$ cat config.mk
export PLATFORM = sky130hd
export DESIGN_NAME = scc_top
export DESIGN_NICKNAME = d
export VERILOG_FILES = /design/src/rtl/scc_pkg.sv /design/src/rtl/scc_pol.sv /design/src/rtl/scc_top.sv
export SDC_FILE = /design/constraint.sdc
export NUM_CORES = 1
export LEC_CHECK = 0
export BUFFER_PORTS_ARGS = -buffer_cell sky130_fd_sc_hd__buf_2
export CAP_MARGIN = 20
export CORE_MARGIN = 5
export CORE_UTILIZATION = 35
export CTS_CLUSTER_DIAMETER = 120
export DETAILED_ROUTE_END_ITERATION = 16
export HOLD_SLACK_MARGIN = 0.1
export PLACE_DENSITY_LB_ADDON = 0.05
export SYNTH_ARGS = -nofsm -noshare
export SYNTH_HDL_FRONTEND = slang
export SYNTH_SLANG_ARGS = --single-unit
$ cat constraint.sdc
create_clock -name clk -period 2 [get_ports clk]
set_clock_uncertainty 0.1 [all_clocks]
set_input_delay 0.4 -clock clk [delete_from_list [all_inputs] [get_ports clk]]
set_output_delay 0.4 -clock clk [all_outputs]
set_load 0.005 [all_outputs]
$ cat src/rtl/scc_pkg.sv
/*
 * constants for the sync, clamp and coast input control block.
 * assumes a 125 MHz clk and asynchronous active-low reset.
 */
package scc_pkg;

    // =========================================================
    // polarity field encodings (2-bit fields)
    localparam logic [1:0] POL_AUTO_A = 2'h0; // automatic detection
    localparam logic [1:0] POL_AUTO_B = 2'h1; // automatic detection
    localparam logic [1:0] POL_LOW = 2'h2; // manual, active low
    localparam logic [1:0] POL_HIGH = 2'h3; // manual, active high

    // =========================================================
    // slicer threshold: code n means (n+1)*8 mV, 5 bits
    localparam int THR_STEP_MV = 8;
    localparam int THR_MIN_MV = 8;
    localparam int THR_MAX_MV = 256;
    localparam int THR_DEF_MV = 128;
    localparam logic [4:0] THR_DEF_CODE = 5'((THR_DEF_MV - THR_MIN_MV) / THR_STEP_MV);

    // =========================================================
    // field positions of the settings words
    localparam int FS_POL_LSB = 4; // frame sync polarity bits[5:4]
    localparam int CLP_FUNC_BIT = 4; // clamp function enable
    localparam int CLP_POL_LSB = 6; // clamp/coast polarity bits[7:6]
    localparam int EXTERNAL_PIXEL_CLOCK_IN_BIT = 2; // external clock enable
    localparam int PD_POL_BIT = 2; // sleep pin polarity
    localparam int PD_CTRL_BIT = 3; // power-down control bit
    localparam int PD_MODE_BIT = 4; // manual power-down select

    // reset values
    localparam logic CLP_FUNC_RST = 1'b0;
    localparam logic COAST_POL_RST = 1'b1;

    // =========================================================
    // auto polarity: window of samples for majority estimation
    localparam int AUTO_WIN_W = 10;
    localparam logic [AUTO_WIN_W-1:0] AUTO_WIN_LAST = 10'h3FF;

    // internal clamp default delay and duration in clk cycles
    localparam logic [7:0] CLP_DLY_RST = 8'h04;
    localparam logic [7:0] CLP_DUR_RST = 8'h10;

endpackage : scc_pkg

$ cat src/rtl/scc_pol.sv
/*
 * one polarity stage: two-flop synchroniser, automatic sense detection,
 * conditional inversion and edge detection of the normalised strobe.
 * assumes the raw input is asynchronous to clk.
 */
`timescale 1ns/1ps
`default_nettype none

module scc_pol
    import scc_pkg::*;
(
    input wire logic clk,
    input wire logic reset_n,
    input wire logic raw_in,
    input wire logic [1:0] pol_sel,
    input wire logic pol_rst_high,
    output logic act_out,
    output logic lead_out,
    output logic trail_out
);

    typedef struct packed {
        logic s1;
        logic s2;
        logic act;
        logic [AUTO_WIN_W-1:0] cnt;
        logic [AUTO_WIN_W-1:0] high_cnt;
        logic auto_flip; // estimate differs from power-up sense
        logic [1:0] warm;
    } scc_pol_st_t;

    scc_pol_st_t st_ff;
    scc_pol_st_t nxt_st;
    logic sense_high;

    // =========================================================
    // sense: manual fields, or estimated one where the strobe is the rare level
    always_comb begin
        unique case (pol_sel)
            POL_LOW: sense_high = 1'b0;
            POL_HIGH: sense_high = 1'b1;
            default: sense_high = st_ff.auto_flip ^ pol_rst_high;
        endcase
    end

    // next state: sync, count, invert
    always_comb begin
        nxt_st = st_ff;
        nxt_st.s1 = raw_in;
        nxt_st.s2 = st_ff.s1;
        // strobe held idle until both sync flops carry pin samples
        nxt_st.warm = st_ff.warm[1] ? st_ff.warm : st_ff.warm + 2'h1;
        nxt_st.act = st_ff.warm[1] & (sense_high ? st_ff.s2 : ~st_ff.s2);
        nxt_st.cnt = st_ff.cnt + 1'b1;
        nxt_st.high_cnt = st_ff.high_cnt + {{(AUTO_WIN_W-1){1'b0}}, st_ff.s2};
        if (st_ff.cnt == AUTO_WIN_LAST) begin
            // mostly high means pulses are low
            nxt_st.auto_flip = ~st_ff.high_cnt[AUTO_WIN_W-1] ^ pol_rst_high;
            nxt_st.high_cnt = '0;
        end
    end

    always_ff @(posedge clk or negedge reset_n) begin
        if (!reset_n) begin
            st_ff <= '0;
        end else begin
            st_ff <= nxt_st;
        end
    end

    assign act_out = st_ff.act;
    assign lead_out = nxt_st.act & ~st_ff.act;
    assign trail_out = ~nxt_st.act & st_ff.act;

endmodule : scc_pol

`default_nettype wire

$ cat src/rtl/scc_top.sv
/*
 * sync, clamp and coast input control for a video capture front end.
 * assumes all pins asynchronous to clk; settings are static plain ports.
 */
`timescale 1ns/1ps
`default_nettype none

// Function
// frame sync sense automatic or from field
// frame sync times field and freewheel interval
// slicer threshold 8..256 mV, default 128
// slicer output is non-inverted detected sync
// clamp strobe honoured only when enable set
// enable clear: internal delay/duration clamp
// external clamp exactly while strobe active
// clamp strobe sense automatic or from field
// source asserts clamp during back porch
// external clock enable selects shared pin
// freewheel holds pixel clock frequency, phase
// freewheel sense automatic or from field
// freewheel polarity powers up as one
// shared pin functions do not interfere
// unused shared pin tied low, polarity one
// power-down from pin with control bit
// mode select and pin polarity bits
// unused sleep pin: active high, pulled low
// line sync lead to clock, trail clamp
// line polarity 0 falling, 1 rising
// polarity applied by inversion before edges
module scc_top
    import scc_pkg::*;
(
    input wire logic clk,
    input wire logic reset_n,
    input wire logic frame_sync_in_a,
    input wire logic frame_sync_in_b,
    input wire logic embedded_sync_in_a,
    input wire logic embedded_sync_in_b,
    input wire logic line_sync_in,
    input wire logic clamp_strobe_in,
    input wire logic external_pixel_clock_in,
    input wire logic sleep_control_pin,
    input wire logic input_select,
    input wire logic [7:0] frame_sync_cfg,
    input wire logic line_sync_pol,
    input wire logic [7:0] clamp_cfg,
    input wire logic [7:0] clock_cfg,
    input wire logic [7:0] power_cfg,
    input wire logic [4:0] slicer_thr_code,
    input wire logic slicer_thr_load,
    input wire logic [7:0] clamp_delay,
    input wire logic [7:0] clamp_duration,
    output logic slicer_sync_out,
    output logic [8:0] slicer_thr_mv,
    output logic odd_field,
    output logic frame_start,
    output logic freewheel,
    output logic pll_track_pulse,
    output logic clamp_active,
    output logic use_external_clock,
    output logic ext_clock_level,
    output logic powered_down
);

    typedef struct packed {
        logic [4:0] thr;
        logic clp_en;
        logic field;
        logic fw;
        logic track;
        logic clamp;
        logic [7:0] clp_cnt;
        logic clp_wait;
        logic clp_run;
        logic slice;
        logic ext_sel;
        logic ck1;
        logic ck2;
        logic pd;
        logic pd1;
        logic pd2;
        logic sg1;
        logic sg2;
    } scc_st_t;

    scc_st_t st_ff;
    scc_st_t nxt_st;

    logic fs_raw;
    logic fs_act;
    logic fs_lead;
    logic ls_lead;
    logic ls_trail;
    logic cl_act;
    logic cw_act;
    logic [1:0] line_pol_sel;
    logic [1:0] coast_pol_sel;
    logic pin_on;

    // =========================================================
    // polarity stages
    assign fs_raw = input_select ? frame_sync_in_b : frame_sync_in_a;
    assign line_pol_sel = line_sync_pol ? POL_HIGH : POL_LOW;

    scc_pol u_fs (
        .clk(clk),
        .reset_n(reset_n),
        .raw_in(fs_raw),
        .pol_sel(frame_sync_cfg[FS_POL_LSB +: 2]),
        .pol_rst_high(1'b1),
        .act_out(fs_act),
        .lead_out(fs_lead),
        .trail_out()
    );

    scc_pol u_ls (
        .clk(clk),
        .reset_n(reset_n),
        .raw_in(line_sync_in),
        .pol_sel(line_pol_sel),
        .pol_rst_high(1'b1),
        .act_out(),
        .lead_out(ls_lead),
        .trail_out(ls_trail)
    );

    scc_pol u_cl (
        .clk(clk),
        .reset_n(reset_n),
        .raw_in(clamp_strobe_in),
        .pol_sel(clamp_cfg[CLP_POL_LSB +: 2]),
        .pol_rst_high(1'b1),
        .act_out(cl_act),
        .lead_out(),
        .trail_out()
    );

    // freewheel shares the pin; polarity taken straight from the clamp
    // polarity field, auto estimate starting from active high
    assign coast_pol_sel = clamp_cfg[CLP_POL_LSB +: 2];

    scc_pol u_cw (
        .clk(clk),
        .reset_n(reset_n),
        .raw_in(external_pixel_clock_in),
        .pol_sel(coast_pol_sel),
        .pol_rst_high(COAST_POL_RST),
        .act_out(cw_act),
        .lead_out(),
        .trail_out()
    );

    // power-down pin sense from polarity bit
    assign pin_on = power_cfg[PD_POL_BIT] ? st_ff.pd2 : ~st_ff.pd2;

    // =========================================================
    // next state
    always_comb begin
        nxt_st = st_ff;
        // threshold register, default 128 mV
        if (slicer_thr_load) begin
            nxt_st.thr = slicer_thr_code;
        end
        nxt_st.sg1 = input_select ? embedded_sync_in_b : embedded_sync_in_a;
        nxt_st.sg2 = st_ff.sg1;
        nxt_st.slice = st_ff.sg2;
        nxt_st.clp_en = clamp_cfg[CLP_FUNC_BIT];
        // field toggles per frame, freewheel spans frame sync
        if (fs_lead) begin
            nxt_st.field = ~st_ff.field;
        end
        nxt_st.fw = fs_act | (~st_ff.ext_sel & cw_act);
        nxt_st.track = ls_lead & ~nxt_st.fw;
        // internal clamp from trailing edge
        if (ls_trail) begin
            nxt_st.clp_wait = 1'b1;
            nxt_st.clp_run = 1'b0;
            nxt_st.clp_cnt = clamp_delay;
        end else if (st_ff.clp_wait) begin
            if (st_ff.clp_cnt == 8'h00) begin
                nxt_st.clp_wait = 1'b0;
                nxt_st.clp_run = 1'b1;
                nxt_st.clp_cnt = clamp_duration;
            end else begin
                nxt_st.clp_cnt = st_ff.clp_cnt - 8'h01;
            end
        end else if (st_ff.clp_run) begin
            if (st_ff.clp_cnt == 8'h00) begin
                nxt_st.clp_run = 1'b0;
            end else begin
                nxt_st.clp_cnt = st_ff.clp_cnt - 8'h01;
            end
        end
        // source select for clamp
        if (st_ff.clp_en) begin
            nxt_st.clamp = cl_act;
        end else begin
            nxt_st.clamp = st_ff.clp_run && st_ff.clp_cnt != 8'h00;
        end
        nxt_st.ext_sel = clock_cfg[EXTERNAL_PIXEL_CLOCK_IN_BIT];
        nxt_st.ck1 = external_pixel_clock_in;
        nxt_st.ck2 = st_ff.ck1;
        nxt_st.pd1 = sleep_control_pin;
        nxt_st.pd2 = st_ff.pd1;
        // manual mode: pin and bit together; else bit only
        if (power_cfg[PD_MODE_BIT]) begin
            nxt_st.pd = pin_on & power_cfg[PD_CTRL_BIT];
        end else begin
            nxt_st.pd = power_cfg[PD_CTRL_BIT];
        end
    end

    always_ff @(posedge clk or negedge reset_n) begin
        if (!reset_n) begin
            st_ff <= '0;
            st_ff.thr <= THR_DEF_CODE;
            st_ff.clp_en <= CLP_FUNC_RST;
        end else begin
            st_ff <= nxt_st;
        end
    end

    // =========================================================
    // outputs
    assign slicer_sync_out = st_ff.slice;
    assign slicer_thr_mv = 9'(({4'h0, st_ff.thr} + 9'h001) * 9'(THR_STEP_MV));
    assign odd_field = st_ff.field;
    assign frame_start = fs_lead;
    assign freewheel = st_ff.fw;
    assign pll_track_pulse = st_ff.track;
    assign clamp_active = st_ff.clamp;
    assign use_external_clock = st_ff.ext_sel;
    assign ext_clock_level = st_ff.ck2 & st_ff.ext_sel;
    assign powered_down = st_ff.pd;

endmodule : scc_top

`default_nettype wire

# After elaboration in Yosys (flattened, before gate mapping)
# Cells that the tools add are included.
# W data, S select, Z words.
[word_totals] reg_bits=131 in_bits=66 out_inout_bits=18
[op_classes] add_sub_neg=14 n_eq_ne=12 mux=32 bitwise_logic=27 n_reduce_logical=5
[op_table] op="$mux W11" n=4
[op_table] op="$add A10 B1 Y10" n=4
[op_table] op="$add A10 B1 Y10 const B" n=4
[op_table] op="$eq A10 B10 Y1 const B" n=4
[op_table] op="$mux W8" n=4
[op_table] op="$not A1 Y1" n=15
[op_table] op="$mux W1" n=14
[op_table] op="$eq A2 B2 Y1 const B" n=6
[op_table] op="$and A1 B1 Y1" n=11
[op_table] op="$mux W10" n=1
[op_table] op="$mux W2" n=5
[op_table] op="$add A2 B1 Y2 const B" n=4
[op_table] op="$logic_not A8 Y1" n=1
[op_table] op="$pmux W1 S2" n=4
[op_table] op="$reduce_bool A8 Y1" n=1
[op_table] op="$sub A8 B1 Y8 const B" n=1
[op_table] op="$add A5 B1 Y6 const B" n=1
[op_table] op="$ne A3 B1 Y1 const B" n=1
[op_table] op="$ne A3 B3 Y1 const B" n=1
[op_table] op="$reduce_bool A3 Y1" n=1
[op_table] op="$reduce_and A2 Y1" n=1
[op_table] op="$logic_and A1 B1 Y1" n=1
[op_table] op="$or A1 B1 Y1" n=1

# Depth between registers and ports, before layout
# Gate-level depths: netlist of the first run.
[depth] word_depth=9 depth_mapped=6

# Hierarchy
# Synthesis of the first run repeated with hierarchy kept, for this count alone.
[unflattened] hier_cells=548 hier_area_um2=6100.9
[by_module_without_submodules] mod="scc_pol" instances=4 cells_per_inst=102 area_per_inst_um2=1163.6
[by_module_without_submodules] mod="scc_top" instances=1 cells_per_inst=140 area_per_inst_um2=1446.4

# Worst setup path after synthesis of the first run
# OpenSTA, ideal clock, no wires.
[synth_path] path_type="flip-flop to flip-flop" from="register st_ff[11] (netlist name)" to="register st_ff[12] (netlist name)" arrival_time_ns=1.845 path_slack_ns=-0.072 stages_incl_launch_ff=7 n_path_buf=0 cell_sequence="dfrtp_1 -> inv_1 -> ha_1 -> or4b_2 -> or3_1 -> a21oi_1 -> o21ai_0"
[synth_between] elab_chain_len=5 elab_cells_between_ends=9 cone_classes="add/sub (1); eq/ne (1); mux (5); reduce/logical (2)"
[synth_lines] element="from (decl)" line="scc_top.sv:86" rtl="scc_st_t st_ff;"
[synth_lines] element="from (signal assigned)" line="scc_top.sv:219" rtl="st_ff <= nxt_st;"
[synth_lines] element="$sub A8 B1 Y8" line="scc_top.sv:185, scc_top.sv:191"
[synth_lines] element="$mux W8" line="scc_top.sv:188" rtl="if (st_ff.clp_cnt == 8'h00) begin"
[synth_lines] element="$mux W8" line="scc_top.sv:187" rtl="end else if (st_ff.clp_run) begin"
[synth_lines] element="$mux W8" line="scc_top.sv:179" rtl="end else if (st_ff.clp_wait) begin"
[synth_lines] element="$mux W10" line="scc_top.sv:175" rtl="if (ls_trail) begin"
# Several ways; a longest one is shown, not always the timed one. The select of a mux whose other input is x is not followed.
# A chain may end at the register's enable or synchronous reset.

# Worst setup path in the final report of the first run
[layout_path] from="register u_fs.st_ff[2] (netlist name)" to="output frame_start"
[layout_between] elab_chain_len=5
[layout_lines] element="from (decl)" line="scc_pol.sv:32" rtl="scc_pol_st_t st_ff;"
[layout_lines] element="from (signal assigned)" line="scc_pol.sv:67" rtl="st_ff <= nxt_st;"
[layout_lines] element="$not A1 Y1 (no source line)"
[layout_lines] element="$pmux W1 S2" line="scc_pol.sv:39" rtl="unique case (pol_sel)"
[layout_lines] element="$mux W1" line="scc_pol.sv:53" rtl="nxt_st.act = st_ff.warm[1] & (sense_high ? st_ff.s2 : ~st_ff.s2);"
[layout_lines] element="$and A1 B1 Y1" line="scc_pol.sv:53"
[layout_lines] element="$and A1 B1 Y1" line="scc_pol.sv:72" rtl="assign lead_out = nxt_st.act & ~st_ff.act;"
[layout_lines] element="to (decl)" line="scc_top.sv:56" rtl="output logic frame_start,"
# Every way passes these cells.

==> impl_summary.log, run 1 <==
INFO  metric die-width = 126.6 µm
INFO  metric grt_pass1_wl = 15160 µm
INFO  metric clk_root_buffer_cell = sky130_fd_sc_hd__clkbuf_16
INFO  metric cp_data_required_time = 1.50 ns
INFO  metric placement_cell_area = 5384 µm²
INFO  metric detailedPlace.worstSlack = -0.007583 ns
INFO  metric async_reset_ff_share = 100.0%
INFO  metric routedWlPerCell = 13.02 µm
INFO  metric crit_path_top_delay_cell = sky130_fd_sc_hd__dfrtp_1
INFO  metric syn-cell-area = 4758 µm²
INFO  metric yosysTopAreaCellShare = 55.75%
INFO  metric synth_top_cell_by_area = sky130_fd_sc_hd__dfrtp_1
INFO  metric min_path_type = primary input to flop
INFO  metric total_leakage_power = 2.707 nW
INFO  metric insertion_delay = 0.34 ns
INFO  metric synth_area_leaders = sky130_fd_sc_hd__dfrtp_1 56%, sky130_fd_sc_hd__xor2_1 6.3%, sky130_fd_sc_hd__xnor2_1 4.8%
INFO  metric final_min_period_over_clock_period = 101.3%
INFO  metric peakVddDrop = 0.4186 mV
INFO  metric maxCapViolCount = 0
INFO  metric timing_worst_setup_path_type = flop to primary output
INFO  metric setup_tns = -0.02573 ns
INFO  metric hold_violations = 0
INFO  metric status = finished with violations
INFO  metric drive_above_1_share = 22.91%
INFO  metric clk_pin_slew = 0.07 ns
INFO  metric number_of_nets_with_antenna_violations_after_routing = 0
INFO  metric crit_path_max_fanout = 2
INFO  metric numPortBuffers = 57
INFO  metric vias_per_cell = 4.666
INFO  metric routed_wl = 8997 µm
INFO  metric r2r_path_start = st_ff[12]$_DFFE_PN0P_
INFO  metric cp_top_family = simple AND/OR/NAND/NOR gates
INFO  metric critPathCaptureType = primary output
INFO  metric final_cell_area = 5778 µm²
INFO  metric design.die.area = 16030 µm²
INFO  metric rsz_0062_raised_after_global_routing = true
INFO  metric smallest_hold_slack = 0.1297 ns
INFO  metric layout_min_cycle_time = 2.026 ns
INFO  metric detailedPlacementHpwl = 6301 µm
INFO  metric final-max-slew-violation-count = 0
INFO  metric synth-edff-count = 0
INFO  metric antenna-diode-count = 0
INFO  metric yosys_register_bits = 110
INFO  metric drt_first_iter_violations = 174
INFO  metric synth.yosys.warnings = 0
INFO  metric power_per_cell_area = 1012 nW/µm²
INFO  metric cts.htree.levels = 3
INFO  metric place_congestion = 0.7684
INFO  metric clock_tree_from_tritoncts = done
INFO  metric antenna_found_initial = 0
INFO  metric largest_net_degree_at_the_start_of_global_routing = 45
INFO  metric clkSinkCount = 110
INFO  metric place.detailed.instances = 666
INFO  metric tritoncts.num_buffers = 9
INFO  metric netlist-cell-type-count = 45
INFO  metric layout.nets = 588
INFO  metric crit_buf_inv = 2
INFO  metric grt_pass1_vias = 3227
INFO  metric num_rows = 42
INFO  metric grt-ovfl-total = 0
INFO  metric area_growth_syn_to_layout = 21.43%
INFO  metric post-route-drc-count = 0
INFO  metric cp_slowest_stage_delay = 0.38 ns
INFO  metric clock_tree.buffer_depth = 2
INFO  metric dr.pass1.iters = 4
INFO  metric floorplan.core_area = 13300 µm²
INFO  metric min_from = power_cfg[4]
INFO  metric overall_global_routing_usage = 11.74%
INFO  metric finalWorstSetupSlack = -0.02573 ns
INFO  metric finalSetupViolCount = 1
INFO  metric yosysSeqAreaShare = 57.95%
INFO  metric final_cells = 691
INFO  metric chip_height = 126.6 µm
INFO  metric detailroute.via_count = 3224
INFO  metric cp-start-kind = flop
INFO  metric design.portCount = 84
INFO  metric arr_time_crit_path = 1.53 ns
INFO  metric cp_cell_sequence = or2_4 > and3b_1 > o211ai_1 > inv_1 > buf_2
INFO  metric postSynthAreaPerCell = 11.22 µm²
INFO  metric max_freq = 493.6 MHz
INFO  metric synthCells = 424
INFO  metric cp-startpoint = u_fs.st_ff[2]$_DFFE_PN0N_
INFO  metric synth_top_flop_cell = sky130_fd_sc_hd__dfrtp_1
INFO  metric start_util = 35.79%
INFO  metric violations = negative setup slack
synthesized netlist by cell type (4+ instances only):
cell and n:
sky130_fd_sc_hd__ha_1 11, sky130_fd_sc_hd__nand3_1 26, sky130_fd_sc_hd__xnor2_1 26, sky130_fd_sc_hd__clkbuf_1 4, sky130_fd_sc_hd__inv_1 19, sky130_fd_sc_hd__dfrtp_1 106, sky130_fd_sc_hd__nor2b_1 8, sky130_fd_sc_hd__mux2_2 9
sky130_fd_sc_hd__xor2_1 34, sky130_fd_sc_hd__or2_2 5, sky130_fd_sc_hd__a21oi_1 14, sky130_fd_sc_hd__dfstp_2 4, sky130_fd_sc_hd__and3_1 11, sky130_fd_sc_hd__nand4_1 12, sky130_fd_sc_hd__and2_1 4, sky130_fd_sc_hd__nand2_1 21
sky130_fd_sc_hd__nor3_1 7, sky130_fd_sc_hd__nor2_1 43, sky130_fd_sc_hd__o21ai_0 13
flip-flops by register name (all words and copies together) (netlist names), 3 cells and up:
name        count
st_ff          18
u_fs.st_ff     24
u_cw.st_ff     23
u_cl.st_ff     24
nxt_st          3
u_ls.st_ff      3
power breakdown:
| group | total (mW) | switching, mW | internal (mW) |
|---|---|---|---|
| Combinational | 1.36 | 0.658 | 0.704 |
| Clock | 1.60 | 0.753 | 0.842 |
| Sequential | 2.89 | 0.320 | 2.57 |
metal layers:
metal / track usage (%) / part of all wire [%]
met2: 19.27 / 47
met1: 14.44 / 46
met4: 3.091 / 0.90
met3: 4.708 / 5.3
met5: 0 / 0
final timing paths:
| check | endpoint | slack (ns) | cells past startpoint |
|---|---|---|---|
| setup / recovery | frame_start | -0.03 | 5 |
| hold / removal | powered_down$_DFF_PN0_ | 0.13 | 2 |
| min in group asynchronous | st_ff[17]$_DFFE_PN0P_ | 0.42 | 2 |
| max in group asynchronous | st_ff[25]$_DFFE_PN1P_ | 0.78 | 3 |
| setup reg to reg | st_ff[18]$_DFFE_PN0P_ | 0.02 | 5 |
| hold reg to reg | st_ff[5]$_DFF_PN0_ | 0.25 | 0 |
layout by cell type (no fill, tap or decap), drive strengths merged, types with 2 or more instances in the layout:
cell	count
and2	4
a21oi	14
nand4	12
ha	11
o21a	2
nand2b	2
nor3	7
conb	3
nand3	26
dfstp	4
nand2	21
and4	3
nor4b	3
a21boi	3
and3b	2
inv	19
clkbuf	14
or4b	2
and3	11
nor2	43
or2	5
o211ai	3
xnor2	26
nor4	3
o21ai	15
xor2	34
buf	78
dlygate4sd3	7
mux2	9
or3	2
nor2b	8
dfrtp	106
a31oi	3
or4	2
kinds of logic (layout without fill, tap and decap cells):
family          count (synthesis)  after routing  synth area share, %
other cells                     1              3              0.07881
mux                            10             10                2.340
fa+ha+maj                      11             11                2.892
compound gates                 46             46                5.838
simple gates                  156            156                17.04
buf+inv                        30            119                2.813
xor+xnor                       60             60                11.04
flops                         110            110                57.95
metrics by stage:
stage	util, %	power [mW]
6_report	43.46	5.847
5_1_grt	43.46	6.287
4_1_cts	43.02	5.902
3_5_place_dp	40.50	4.212
3_3_place_gp	40.50	4.192
2_1_floorplan	-	3.721
layout make-up:
type	instances	area, µm²
Clock inverter	1	7.507
Fill cell	1277	7517
Clock buffer	14	244.0
Tap cell	176	220.2
Sequential cell	110	2759
Inverter	19	71.32
Timing Repair Buffer	85	548.0
Multi-Input combinational cell	286	1928
repair_timing:
item                                    in CTS  in global routing
endpoints found under the hold margin       31                  0
gates resized for setup                      2                 13
pin swaps                                    2                  5
buffers inserted                             1                  2
hold buffers                                 7                  0
endpoints found under the setup margin       2                  5
(Power assumes the default switching activity.)
==> inputs of run 2 (changes only) <==
--- a/config.mk
+++ b/config.mk
@@ -5,10 +5,12 @@
 export SDC_FILE = /design/constraint.sdc
 export NUM_CORES = 1
 export LEC_CHECK = 0
+export ABC_CLOCK_PERIOD_IN_PS = 2000
 export BUFFER_PORTS_ARGS = -buffer_cell sky130_fd_sc_hd__buf_2
 export CAP_MARGIN = 20
 export CORE_MARGIN = 5
 export CORE_UTILIZATION = 35
+export CTS_BUF_LIST = sky130_fd_sc_hd__clkbuf_4 sky130_fd_sc_hd__clkbuf_8
 export CTS_CLUSTER_DIAMETER = 120
 export DETAILED_ROUTE_END_ITERATION = 16
 export HOLD_SLACK_MARGIN = 0.1
==> run 2 against run 1 <==
Compared with the run above: the run still ends with negative setup slack left; critical path depth unchanged; die area unchanged; wire length up 0.99%; clock-buffer cell count unchanged; final cell count grew 1.2%; critical path type unchanged; largest cell class unchanged; highest routed layer unchanged.
==> impl_summary.log, run 2 (synthesized netlist as in run 1, its figures left out) <==
INFO  metric min_path_type = primary input to flop
INFO  metric met3_length = 446 µm (-5.7%)
INFO  metric fin_total_pwr = 5.505 mW (-5.9%)
INFO  metric rsz_0062_raised_after_global_routing = true
INFO  metric placement_cell_area = 5384 µm² (unchanged)
INFO  metric design.portCount = 84 (unchanged)
INFO  metric worst-r2r-setup-slack = 0.02 ns (about the same)
INFO  metric floorplan.core_area = 13300 µm² (unchanged)
INFO  metric grt-ovfl-total = 0 (unchanged)
INFO  metric num_rows = 42 (unchanged)
INFO  metric most_frequent_standard_cell_in_the_layout_excluding_fill_and_tap_cells = sky130_fd_sc_hd__dfrtp_1
INFO  metric status = finished with violations
INFO  metric final_min_period_over_clock_period = 103.1% (+1.8 points)
INFO  metric reg_top3 = u_cl.st_ff (24), u_fs.st_ff (24), u_cw.st_ff (23)
INFO  metric antenna_found_initial = 0 (unchanged)
INFO  metric antenna-diode-count = 0 (unchanged)
INFO  metric detail_route.wirelength.met1 = 4235 µm (+1.4%)
INFO  metric post-route-drc-count = 0 (unchanged)
INFO  metric clock_tree.buffer_depth = 2 (unchanged)
INFO  metric min_from = slicer_thr_code[0]
INFO  metric cp-start-kind = flop
INFO  metric clk_pin_slew = 0.09 ns (+0.02 ns)
INFO  metric worstHoldPathCells = 3 (+1)
INFO  metric overall_global_routing_usage = 11.83% (+0.086 points)
INFO  metric vias_per_cell = 4.635 (-0.65%)
INFO  metric die-width = 126.6 µm (unchanged)
INFO  metric finalWorstSetupSlack = -0.06169 ns (-0.03596 ns)
INFO  metric timing_worst_setup_path_type = flop to primary output
INFO  metric detailedPlace.worstSlack = -0.007583 ns (unchanged)
INFO  metric numPortBuffers = 57 (unchanged)
INFO  metric insertion_delay = 0.37 ns (+0.03 ns)
INFO  metric power_per_cell_area = 950.2 nW/µm² (-6.1%)
INFO  metric clkSinkCount = 110 (unchanged)
INFO  metric start_util = 35.79% (unchanged)
INFO  metric finalCoreUtilization = 43.57% (+0.11 points)
INFO  metric routedWlPerCell = 13.00 µm (-0.17%)
INFO  metric tritoncts.num_buffers = 9 (unchanged)
INFO  metric detailedPlacementHpwl = 6301 µm (unchanged)
INFO  metric clock_tree_from_tritoncts = done
INFO  metric area_growth_syn_to_layout = 21.75%
INFO  metric arr_time_crit_path = 1.56 ns (+0.03 ns)
INFO  metric r2r_path_start = st_ff[12]$_DFFE_PN0P_
INFO  metric detailroute.via_count = 3240 (+0.50%)
INFO  metric layout.nets = 596 (+1.4%)
INFO  metric peakVddDrop = 0.4159 mV (-0.66%)
INFO  metric finalSetupViolCount = 1 (unchanged)
INFO  metric routed_wl = 9086 µm (+0.99%)
INFO  metric grt_pass1_vias = 3262 (+1.1%)
INFO  metric violations = negative setup slack
INFO  metric total_leakage_power = 2.724 nW (+0.63%)
INFO  metric chip_height = 126.6 µm (unchanged)
INFO  metric clk_root_buffer_cell = sky130_fd_sc_hd__clkbuf_8
INFO  metric critical_path.reg2reg.endpoint = st_ff[18]$_DFFE_PN0P_
INFO  metric place_congestion = 0.7684 (unchanged)
INFO  metric grt_pass1_wl = 15290 µm (+0.86%)
INFO  metric hold_violations = 0 (unchanged)
INFO  metric met2_length = 4244 µm (-0.47%)
INFO  metric drt_first_iter_violations = 182 (+4.6%)
INFO  metric r2r_worst_path_depth = 5 (unchanged)
INFO  metric layout_min_cycle_time = 2.062 ns (+0.03596 ns)
INFO  metric setup_tns = -0.06169 ns (-0.03596 ns)
INFO  metric dr.pass1.iters = 4 (unchanged)
INFO  metric max_freq = 485.0 MHz (-1.7%)
INFO  metric cts.htree.levels = 3 (unchanged)
INFO  metric final-max-slew-violation-count = 0 (unchanged)
INFO  metric final_cell_area = 5793 µm² (+0.26%)
INFO  metric largest_net_degree_at_the_start_of_global_routing = 45 (unchanged)
INFO  metric number_of_nets_with_antenna_violations_after_routing = 0 (unchanged)
INFO  metric cp_data_required_time = 1.50 ns (about the same)
INFO  metric maxCapViolCount = 0 (unchanged)
INFO  metric drive_above_1_share = 24.67% (+1.8 points)
INFO  metric crit_path_max_fanout = 2 (unchanged)
INFO  metric design.die.area = 16030 µm² (unchanged)
INFO  metric final_cells = 699 (+1.2%)
INFO  metric critPathCaptureType = primary output
INFO  metric routed.top_layer = met4
INFO  metric smallest_hold_slack = 0.1437 ns (+0.01405 ns)
INFO  metric layout.cells.most_common_list = 105 x sky130_fd_sc_hd__dfrtp_1, 56 x sky130_fd_sc_hd__buf_2, 43 x sky130_fd_sc_hd__nor2_1
INFO  metric place.detailed.instances = 666 (unchanged)
INFO  metric hold_path_end = st_ff[24]$_DFFE_PN1P_
==> run 2: worst max-delay path, cell delays in order (launching register included) <==
cell and delay (ns):
sky130_fd_sc_hd__dfrtp_1 0.39, sky130_fd_sc_hd__or2_4 0.23, sky130_fd_sc_hd__and3b_1 0.18, sky130_fd_sc_hd__o211ai_1 0.21, sky130_fd_sc_hd__inv_1 0.06, sky130_fd_sc_hd__buf_2 0.13
==> run 2: what timing repair did <==
| item | in CTS | in global routing |
|---|---|---|
| buffers inserted | 3 | 4 |
| pin swaps | 3 | 7 |
| endpoints found under the setup margin | 3 | 7 |
| hold buffers | 11 | 0 |
| hold endpoints to repair | 35 | 0 |
| resized for setup | 4 | 16 |
==> run 2: area by class of cell <==
class / instances / area [µm²]
timing repair buffer: 93 / 625.6
clock inverter: 1 / 7.507
fill: 1283 / 7502
inverter: 19 / 71.32
clock buffer: 14 / 161.4
sequential: 110 / 2759
multi-input combinational: 286 / 1948
tap: 176 / 220.2
==> run 2: layer usage <==
layer	track usage [%]	vias up
li1	-	1624
met1	14.70	1547
met2	19.24	59
met3	3.867	10
met4	4.416	0
met5	0	-
==> run 2: where the power goes <==
| part | switching [mW] | leakage [nW] | internal [mW] |
|---|---|---|---|
| registers | 0.321 | 1.35 | 2.57 |
| clock network | 0.708 | 0.0879 | 0.519 |
| logic | 0.667 | 1.29 | 0.724 |
| total | 1.70 | 2.72 | 3.81 |
==> run 2: how the worst max path moves through the flow <==
| stage | to | startpoint | cells after the start | slack (ns) |
|---|---|---|---|---|
| floorplan | st_ff[12]$_DFFE_PN0P_ | st_ff[12]$_DFFE_PN0P_ | 6 | 0.01 |
| global placement | st_ff[12]$_DFFE_PN0P_ | st_ff[11]$_DFFE_PN0P_ | 6 | 0.02 |
| detailed placement | st_ff[12]$_DFFE_PN0P_ | st_ff[11]$_DFFE_PN0P_ | 6 | -0.008 |
| CTS | frame_start | u_fs.st_ff[2]$_DFFE_PN0N_ | 5 | -0.12 |
| global route | frame_start | u_fs.st_ff[2]$_DFFE_PN0N_ | 5 | -0.21 |
| finish | frame_start | u_fs.st_ff[2]$_DFFE_PN0N_ | 5 | -0.06 |
